===== config.mk =====
export PLATFORM = sky130hd
export DESIGN_NAME = pbsp_ctrl
export DESIGN_NICKNAME = d
export VERILOG_FILES = /design/src/inc/pbsp_pkg.sv /design/src/verilog/pbsp_ctrl.sv
export SDC_FILE = /design/constraint.sdc
export NUM_CORES = 1
export LEC_CHECK = 0
export ABC_AREA = 1
export ABC_CLOCK_PERIOD_IN_PS = 2000
export BUFFER_PORTS_ARGS = -buffer_cell sky130_fd_sc_hd__buf_2
export CAP_MARGIN = 15
export CORE_MARGIN = 2
export CORE_UTILIZATION = 57
export CTS_BUF_LIST = sky130_fd_sc_hd__clkbuf_2 sky130_fd_sc_hd__clkbuf_4 sky130_fd_sc_hd__clkbuf_8
export DETAILED_ROUTE_END_ITERATION = 16
export GPL_ROUTABILITY_DRIVEN = 0
export GPL_TIMING_DRIVEN = 0
export PLACE_DENSITY = 0.88
export SYNTH_ARGS = -nofsm -noshare
export SYNTH_HDL_FRONTEND = slang
export SYNTH_SLANG_ARGS = --single-unit

===== constraint.sdc =====
create_clock -name clk_sys_in -period 2 [get_ports clk_sys_in]
set_clock_uncertainty 0.1 [all_clocks]
set_input_delay 0.4 -clock clk_sys_in [delete_from_list [all_inputs] [get_ports clk_sys_in]]
set_output_delay 0.4 -clock clk_sys_in [all_outputs]
set_load 0.01 [all_outputs]

===== src/inc/pbsp_pkg.sv =====
package pbsp_pkg;
   // bus widths of the memory
   localparam int PBSP_ADDR_W = 17;
   localparam int PBSP_DATA_W = 36;
   localparam int PBSP_LANES = 4;
   // clock period, sleep timing, counter zero and burst beat limit
   localparam int PBSP_CLK_NS = 10;
   localparam int PBSP_SLEEP_ENTRY_CYC = 2;
   localparam int PBSP_SLEEP_RECOVERY_CYC = 2;
   localparam int PBSP_SLEEP_RECOVERY_NS = PBSP_SLEEP_RECOVERY_CYC * PBSP_CLK_NS;
   localparam int PBSP_RECOV_CNT = (PBSP_SLEEP_RECOVERY_NS + PBSP_CLK_NS - 1) / PBSP_CLK_NS;
   localparam int PBSP_ENTRY_CNT = PBSP_SLEEP_ENTRY_CYC;
   localparam logic [2:0] PBSP_CNT_ZERO = 3'h0;
   localparam logic [1:0] PBSP_BEATS_MAX = 2'h3;

   // user command codes
   typedef enum logic [1:0] {
      PBSP_CMD_READ = 2'h0,
      PBSP_CMD_WRITE = 2'h1,
      PBSP_CMD_BURST = 2'h2,
      PBSP_CMD_NOP = 2'h3
   } pbsp_cmd_t;

   // sleep sequencing states, gray along the usual path
   typedef enum logic [1:0] {
      PBSP_ST_RUN = 2'h0,
      PBSP_ST_DRAIN = 2'h1,
      PBSP_ST_SLEEP = 2'h3,
      PBSP_ST_RECOVER = 2'h2
   } pbsp_state_t;

   // one user request
   typedef struct packed {
      pbsp_cmd_t cmd;
      logic [PBSP_ADDR_W-1:0] addr;
      logic [PBSP_DATA_W-1:0] wdata;
      logic [PBSP_LANES-1:0] lane_en;
   } pbsp_req_t;

   // pins driven toward the memory, one cycle's worth
   typedef struct packed {
      logic clock_qualify_n;
      logic chip_select_first_n;
      logic chip_select_second;
      logic chip_select_third_n;
      logic advance_load;
      logic write_strobe_n;
      logic [PBSP_LANES-1:0] byte_lane_write_n;
      logic [PBSP_ADDR_W-1:0] addr;
   } pbsp_pins_t;
endpackage : pbsp_pkg


===== src/verilog/pbsp_ctrl.sv =====
`timescale 1ns/1ns
module pbsp_ctrl
   import pbsp_pkg::*;
(
   input wire logic clk_sys_in,
   input wire logic rst_n_in,
   input wire logic req_valid_in,
   input wire pbsp_req_t req_in,
   input wire logic stall_in,
   input wire logic sleep_in,
   input wire logic burst_order_in,
   output logic req_ready_out,
   output logic rdata_valid_out,
   output logic [PBSP_DATA_W-1:0] rdata_out,
   output logic sleeping_out,
   output pbsp_pins_t pins_out,
   output logic output_drive_n_out,
   output logic sleep_request_out,
   output logic burst_order_out,
   input wire logic [PBSP_DATA_W-1:0] data_pins_in,
   output logic [PBSP_DATA_W-1:0] data_pins_out,
   output logic data_pins_oe_n_out
);

   // ***************************************************************
   // helpers
   // ***************************************************************
   // build pin set for an op; deselect keeps cs inactive
   function automatic pbsp_pins_t pbsp_mk_pins(input logic sel, input logic adv,
         input logic wr, input logic [PBSP_LANES-1:0] ln, input logic [PBSP_ADDR_W-1:0] a);
      pbsp_pins_t p;
      p.clock_qualify_n = 1'b0;
      p.chip_select_first_n = ~sel;
      p.chip_select_second = sel;
      p.chip_select_third_n = ~sel;
      p.advance_load = adv;
      p.write_strobe_n = ~wr;
      p.byte_lane_write_n = wr ? ~ln : {PBSP_LANES{1'b1}};
      p.addr = a;
      return p;
   endfunction : pbsp_mk_pins

   // ***************************************************************
   // state
   // ***************************************************************
   pbsp_state_t state;
   pbsp_state_t next_state;
   logic [2:0] cnt;
   logic burst_open;
   logic burst_wr;
   logic [1:0] beats;
   logic rd_p1;
   logic rd_p2;
   logic rd_p3;
   logic wr_p1;
   logic wr_p2;
   logic [PBSP_DATA_W-1:0] wd_p1;
   logic [PBSP_DATA_W-1:0] wd_p2;
   logic take;
   logic is_burst;
   logic can_burst;
   logic sleep_go;
   logic mem_adv;

   // commands are taken only in run state and when the memory is not stalled
   assign can_burst = burst_open && (beats != PBSP_BEATS_MAX);
   assign is_burst = req_in.cmd == PBSP_CMD_BURST;
   assign take = req_valid_in && !stall_in && (state == PBSP_ST_RUN) && !sleep_in
      && (!is_burst || can_burst);
   // no access may still be in flight when sleep starts, it would be lost
   assign sleep_go = sleep_in && !rd_p1 && !rd_p2 && !rd_p3
      && !wr_p1 && !wr_p2;
   // the memory steps only on edges whose registered qualifier is low, so the
   // data side of the pipe follows the pins and runs one edge behind stall_in
   assign mem_adv = !pins_out.clock_qualify_n;

   // ***************************************************************
   // sleep sequencer
   // ***************************************************************
   // drain the pipeline deselected before sleep, hold selects off after
   always_comb begin
      next_state = state;
      case (state)
         PBSP_ST_RUN: begin
            if (sleep_go && !stall_in) next_state = PBSP_ST_DRAIN;
         end
         PBSP_ST_DRAIN: begin
            if (cnt == 3'(PBSP_ENTRY_CNT - 1)) next_state = PBSP_ST_SLEEP;
         end
         PBSP_ST_SLEEP: begin
            if (!sleep_in) next_state = PBSP_ST_RECOVER;
         end
         PBSP_ST_RECOVER: begin
            if (cnt == 3'(PBSP_RECOV_CNT - 1)) next_state = PBSP_ST_RUN;
         end
         default: next_state = PBSP_ST_RUN;
      endcase
   end

   always_ff @(posedge clk_sys_in) begin
      if (!rst_n_in) begin
         state <= PBSP_ST_RUN;
         cnt <= PBSP_CNT_ZERO;
      end else begin
         state <= next_state;
         cnt <= (next_state != state) ? PBSP_CNT_ZERO : cnt + 3'h1;
      end
   end

   // sleep request and status flags
   always_ff @(posedge clk_sys_in) begin
      if (!rst_n_in) begin
         sleep_request_out <= 1'b0;
         sleeping_out <= 1'b0;
      end else begin
         sleep_request_out <= (next_state == PBSP_ST_SLEEP);
         sleeping_out <= (next_state != PBSP_ST_RUN);
      end
   end

   // ***************************************************************
   // command issue
   // ***************************************************************
   // one command per clock; a stall freezes the memory and our pipe alike
   always_ff @(posedge clk_sys_in) begin
      if (!rst_n_in) begin
         pins_out <= pbsp_mk_pins(1'b0, 1'b0, 1'b0, '0, '0);
         burst_open <= 1'b0;
         burst_wr <= 1'b0;
         beats <= 2'h0;
         burst_order_out <= 1'b0;
      end else begin
         burst_order_out <= burst_order_in;
         if (stall_in) begin
            pins_out.clock_qualify_n <= 1'b1;
         end else if (take && is_burst) begin
            // selects and strobe ignored, lanes resent per beat
            pins_out <= pbsp_mk_pins(1'b0, 1'b1, burst_wr, req_in.lane_en, '0);
            beats <= beats + 2'h1;
         end else if (take && req_in.cmd != PBSP_CMD_NOP) begin
            pins_out <= pbsp_mk_pins(1'b1, 1'b0, req_in.cmd == PBSP_CMD_WRITE,
               req_in.lane_en, req_in.addr);
            burst_open <= 1'b1;
            burst_wr <= req_in.cmd == PBSP_CMD_WRITE;
            beats <= 2'h0;
         end else begin
            // deselect with a fresh load closes any burst
            pins_out <= pbsp_mk_pins(1'b0, 1'b0, 1'b0, '0, '0);
            burst_open <= 1'b0;
            beats <= 2'h0;
         end
      end
   end

   // ready is registered; a burst beat may still be refused via take
   always_ff @(posedge clk_sys_in) begin
      if (!rst_n_in) req_ready_out <= 1'b0;
      else req_ready_out <= (next_state == PBSP_ST_RUN) && !sleep_in;
   end

   // ***************************************************************
   // data pipeline
   // ***************************************************************
   // stage 1 follows the pins, stage 2 the memory's command edge,
   // stage 3 the edge at which the memory launches read data
   always_ff @(posedge clk_sys_in) begin
      if (!rst_n_in) begin
         rd_p1 <= 1'b0;
         rd_p2 <= 1'b0;
         rd_p3 <= 1'b0;
         wr_p1 <= 1'b0;
         wr_p2 <= 1'b0;
         wd_p1 <= '0;
         wd_p2 <= '0;
      end else begin
         if (!stall_in) begin
            rd_p1 <= take && (is_burst ? !burst_wr : req_in.cmd == PBSP_CMD_READ);
            wr_p1 <= take && (is_burst ? burst_wr : req_in.cmd == PBSP_CMD_WRITE);
            wd_p1 <= req_in.wdata;
         end
         if (mem_adv) begin
            rd_p2 <= rd_p1;
            rd_p3 <= rd_p2;
            wr_p2 <= wr_p1;
            wd_p2 <= wd_p1;
         end
      end
   end

   // drive write data only in the data phase; the output drive opens only
   // while the memory launches read data, so the two never overlap
   always_ff @(posedge clk_sys_in) begin
      if (!rst_n_in) begin
         data_pins_out <= '0;
         data_pins_oe_n_out <= 1'b1;
         output_drive_n_out <= 1'b1;
      end else if (mem_adv) begin
         data_pins_out <= wd_p2;
         data_pins_oe_n_out <= ~wr_p2;
         output_drive_n_out <= ~rd_p2;
      end
   end

   // capture read data one memory edge after the memory launched it
   always_ff @(posedge clk_sys_in) begin
      if (!rst_n_in) begin
         rdata_out <= '0;
         rdata_valid_out <= 1'b0;
      end else begin
         rdata_valid_out <= mem_adv && rd_p3;
         if (mem_adv && rd_p3) rdata_out <= data_pins_in;
      end
   end
endmodule : pbsp_ctrl


-- Word-level counts from Yosys, hierarchy flattened
Index checks and enable logic that the tools add are counted.
- flip-flop bits (word level): 192
- bits in latches: 0
- bits in writable memories: 0
- memory bits (read-only): 0
- input port bits: 101
- output and inout port bits: 106
- logic and storage cells: 98
- memories kept: 0
- $add $sub $neg: 2
- $mul: 0
- div/mod/pow operators: 0
- magnitude comparators: 0
- eq/ne operators: 10
- shift-type cells: 0
- mux-type cells: 14
- bitwise gates (word level): 8
- reduce and logical (&&, ||, !) cells: 35
- operator list (cell ; count):
    26-bit two-way mux ; 2
    1-bit logical AND ; 17
    1-bit zero test ; 10
    2-bit two-way mux ; 5
    2-bit equality test (second input constant) ; 4
    4-bit two-way mux ; 2
    2-bit case mux with 4 select lines ; 1
    1-bit NOT ; 7
    2-bit zero test ; 3
    2-bit by 1-bit equality test with 1-bit output (second input constant) ; 2
    1-bit two-way mux ; 4
    2-bit inequality test (second input constant) ; 2
    4-bit NOT ; 1
    3-bit by 1-bit adder with 3-bit output (second input constant) ; 1
    3-bit by 1-bit equality test with 1-bit output (second input constant) ; 1
    3-bit AND reduction ; 1
    2-bit by 1-bit adder with 2-bit output (second input constant) ; 1
    2-bit inequality test ; 1
    2-bit AND reduction ; 1
    2-bit nonzero test ; 1
    2-bit OR reduction ; 1
    1-bit logical OR ; 1

-- Longest topological paths before layout
- depth after elaboration: 11
- gate-level depth with buffers: 8
- gate-level depth less buffers: 8

-- Worst setup path after synthesis
Ideal clock, no wire load.
- path kind: flip-flop to flip-flop
- start point: reg pins_out[26] in the netlist's numbering
- end point: reg rdata_out[10]
- data arrival time: 1164 ps
- setup slack: 621 ps
- stages on the path, launching flop included: 7
- buffers on the path: 2
- clock period less this slack: 1379 ps
- cells stage by stage: dfxtp_1 buf_2 nor2_2 inv_2 buf_2 nor2_1 nor2_1
- cells in the longest elaborated chain, start to end: 2
- RTL lines (element ; RTL line ; text):
    start, declared ; pbsp_ctrl.sv:16 ; output pbsp_pins_t pins_out,
    start signal, assigned ; pbsp_ctrl.sv:127 ; pins_out <= pbsp_mk_pins(1'b0, 1'b0, 1'b0, '0, '0);
    start signal, assigned ; pbsp_ctrl.sv:138 ; pins_out <= pbsp_mk_pins(1'b0, 1'b1, burst_wr, req_in.lane_en, '0);
    start signal, assigned ; pbsp_ctrl.sv:141 ; pins_out <= pbsp_mk_pins(1'b1, 1'b0, req_in.cmd == PBSP_CMD_WRITE,
    1-bit zero test ; pbsp_ctrl.sv:75 ; assign mem_adv = !pins_out.clock_qualify_n;
    1-bit logical AND ; pbsp_ctrl.sv:211 ; if (mem_adv && rd_p3) rdata_out <= data_pins_in;
    end signal, assigned ; pbsp_ctrl.sv:211 ;
    end, declared ; pbsp_ctrl.sv:14 ; output logic [PBSP_DATA_W-1:0] rdata_out,
No other way between the ends.
A chain may end at the register's enable or synchronous reset.

-- Worst setup path after layout
- start point: reg pins_out[26] in the netlist's numbering
- end point: reg rdata_out[19]
Same word-level chain as after synthesis.

==> flow_summary.json <==
{
  "start_kind": "flip-flop",
  "area_delta_synth_final_pct": 24.8,
  "rsz0062_at_grt": "no",
  "clock-sinks": 191,
  "critPathLaunch": "pins_out[26]$_SDFF_PN0_",
  "worstMarginPinSlew_ns": 0.486,
  "coreArea_mm2": 0.0114,
  "period_share": 0.875,
  "hold_path.class": "input port to flip-flop",
  "critPathCaptureType": "flip-flop",
  "critPathCapture": "rdata_out[19]$_SDFFE_PN0P_",
  "r2r_setup_slack_ns": 0.25,
  "power_density_mw_per_mm2": 911,
  "ios": 207,
  "std_cell_rows": 39,
  "dr.pass1.iters": 5,
  "setup_viol": 0,
  "maxSlewViolCount": 0,
  "drt_iter0_drc": 437,
  "multiInputGateArea_mm2": 0.00240,
  "antenna_found_initial": 0,
  "slew_headroom": 0.676,
  "required_ns": 2.29,
  "p_sw_uw": 1800,
  "status": "completed",
  "p_sw_frac": 0.241,
  "fillers": 872,
  "cp_max_fo": 10,
  "reg2regPathDepth": 5,
  "syn-num-nets": 894,
  "timing.rr.start": "pins_out[26]$_SDFF_PN0_",
  "htreeDepth": 4,
  "grtUsageTotal": 0.264,
  "p_comb_frac": 0.101,
  "synthCells": 790,
  "insertion_delay_ns": 0.46,
  "ant_nets": 0,
  "die_y_um": 112,
  "hold_viol": 0,
  "fin_crit_ns": 1.75,
  "port_buffers": 206,
  "cts_tree": "built",
  "worst_ir_drop_vdd_mv": 0.557,
  "initial_core_util": 0.579,
  "remaining_drc_errors": 0,
  "route.vias.total": 6039,
  "fmax_ghz": 0.572,
  "holdWs_ns": 0.0384,
  "insertedDiodeCount": 0,
  "grt_pass1_wl_um": 26700,
  "arrival_ns": 2.04,
  "cts_max_path_buffers": 2,
  "tritoncts.num_buffers": 17,
  "grt_max_degree": 17,
  "post_drt_wl_per_cell_um": 14.0,
  "rr_endpoint": "rdata_out[19]$_SDFFE_PN0P_",
  "overflow": 0,
  "synth.distinct_cells": 24,
  "drv_cap": 0,
  "avgSynthCellArea_um2": 8.34,
  "ff_latch_area_mm2": 0.00382,
  "pwr-share-clk": 0.350,
  "synth_top_area_share": 0.580,
  "yosys.area.top_type": "dfxtp_1",
  "fin_nets": 1120,
  "clk_pin_slew_ns": 0.09,
  "dieArea_mm2": 0.0124,
  "die_w_um": 112,
  "p_int_uw": 5690,
  "root_buffer": "clkbuf_8",
  "drive_gt1_frac": 0.270,
  "post_cts_buffers": 0,
  "drt-total-wl_um": 16300,
  "final_cell_mix": "buf_2 (221), nor2_1 (206), dfxtp_1 (191)",
  "power.leakage_uw": 0.00408,
  "dpl.hpwl_um": 12100,
  "yosysWarnings": 0,
  "grt_pass1_vias": 5683,
  "synth-seq-area-share": 0.580,
  "synth_area_mm2": 0.00659,
  "viasPerCell": 5.16,
  "sequentialPowerShare": 0.549,
  "synth_seq_cells": 191,
  "crit_type": "flip-flop to flip-flop",
  "finalSetupTns_ns": 0,
  "synthTopCellsByArea": "dfxtp_1 (58%), nor2_1 (12%), o21ai_0 (9.9%), nand2_1 (4.8%), a22o_1 (2.9%)",
  "final_common_cell": "buf_2"
}
-- power groups by stage --
stage	combinational (uW)	clock [uW]	sequential [uW]
2_1_floorplan	373	0	4240
4_1_cts	758	2650	4110
3_5_place_dp	752	0	4200
5_1_grt	848	2830	4140
3_3_place_gp	730	0	4190
6_report	756	2620	4110
-- registers in the layout, indices dropped and copies added, names as in the netlist --
signal / count
beats: 2
burst_open: 1
burst_order_out: 1
burst_wr: 1
cnt: 3
data_pins_oe_n_out: 1
data_pins_out: 36
output_drive_n_out: 1
pins_out: 26
rd_p1: 1
rd_p2: 1
rd_p3: 1
rdata_out: 36
rdata_valid_out: 1
req_ready_out: 1
sleep_request_out: 1
sleeping_out: 1
state: 2
wd_p1: 36
wd_p2: 36
wr_p1: 1
wr_p2: 1
-- cell families (layout without fill, tap and decap cells) --
group | after synthesis | count (layout) | synth area share
compound gates | 182 | 182 | 0.152
fa+ha+maj | 3 | 3 | 0.00570
flops | 191 | 191 | 0.580
xor+xnor | 1 | 1 | 0.00133
buf+inv | 86 | 323 | 0.0551
simple gates | 327 | 327 | 0.205
-- metrics by stage --
| stage | worst slack, ns | std cells | total power [uW] | utilization | area (um^2) |
|---|---|---|---|---|---|
| final | 0.251 | 1170 | 7490 | 0.723 | 8220 |
| after global routing | 0.143 | 1170 | 7810 | 0.723 | 8220 |
| after CTS | 0.248 | 1170 | 7520 | 0.723 | 8220 |
| after detailed placement | 0.329 | 1139 | 4950 | 0.686 | 7800 |
| after global placement | 0.310 | 1139 | 4920 | 0.686 | 7800 |
| after floorplan | 0.621 | 790 | 4610 | - | 6590 |
-- cell type report --
| type | count | area share |
|---|---|---|
| plain buffers | 48 | 0.0265 |
| flip-flops and latches | 191 | 0.465 |
| inverters | 38 | 0.0177 |
| clock inverters | 6 | 0.0131 |
| clock buffers | 24 | 0.0371 |
| multi-input cells | 513 | 0.292 |
| well taps | 143 | 0.0218 |
| repair buffers | 207 | 0.127 |
-- worst min path at each step --
| stage | startpoint | end | cells past startpoint |
|---|---|---|---|
| final | req_in[13] | wd_p1[9]$_SDFFE_PN0N_ | 3 |
| after global routing | req_in[20] | wd_p1[16]$_SDFFE_PN0N_ | 2 |
| after floorplan | cnt[0]$_SDFF_PP0_ | cnt[0]$_SDFF_PP0_ | 1 |
| after global placement | output_drive_n_out$_SDFFE_PN1N_ | output_drive_n_out$_SDFFE_PN1N_ | 2 |
| after detailed placement | pins_out[24]$_SDFFE_PN0N_ | pins_out[24]$_SDFFE_PN0N_ | 2 |
| after CTS | req_in[25] | wd_p1[21]$_SDFFE_PN0N_ | 2 |
-- cells in the mapped netlist, drive strengths merged --
master / number
o21a: 2
ha: 3
nand4: 1
clkbuf: 30
a22o: 22
dfxtp: 191
nand3: 31
o22ai: 1
nand2: 85
inv: 38
buf: 18
nor2: 210
xnor2: 1
a21oi: 26
o21ai: 131
-- critical path, cell delays in order, from the launching register on --
cell and delay, ns:
dfxtp_1 0.35, buf_2 0.21, nor2_2 0.35, clkbuf_1 0.35, o21ai_0 0.18, nor2_1 0.15
-- timing repair --
item                                   4_1_cts  5_1_grt
hold buffers                                 1        0
endpoints found under the hold margin        1        0
resized for setup                            0        0
-- layer usage --
metal,GRT usage,part of all wire,up-vias
met5,0,0,-
met4,0.107,0.027,0
met3,0.0713,0.064,40
met2,0.448,0.48,203
met1,0.320,0.43,2785
li1,-,-,3011
No activity file was read; power rests on OpenSTA's default activity.
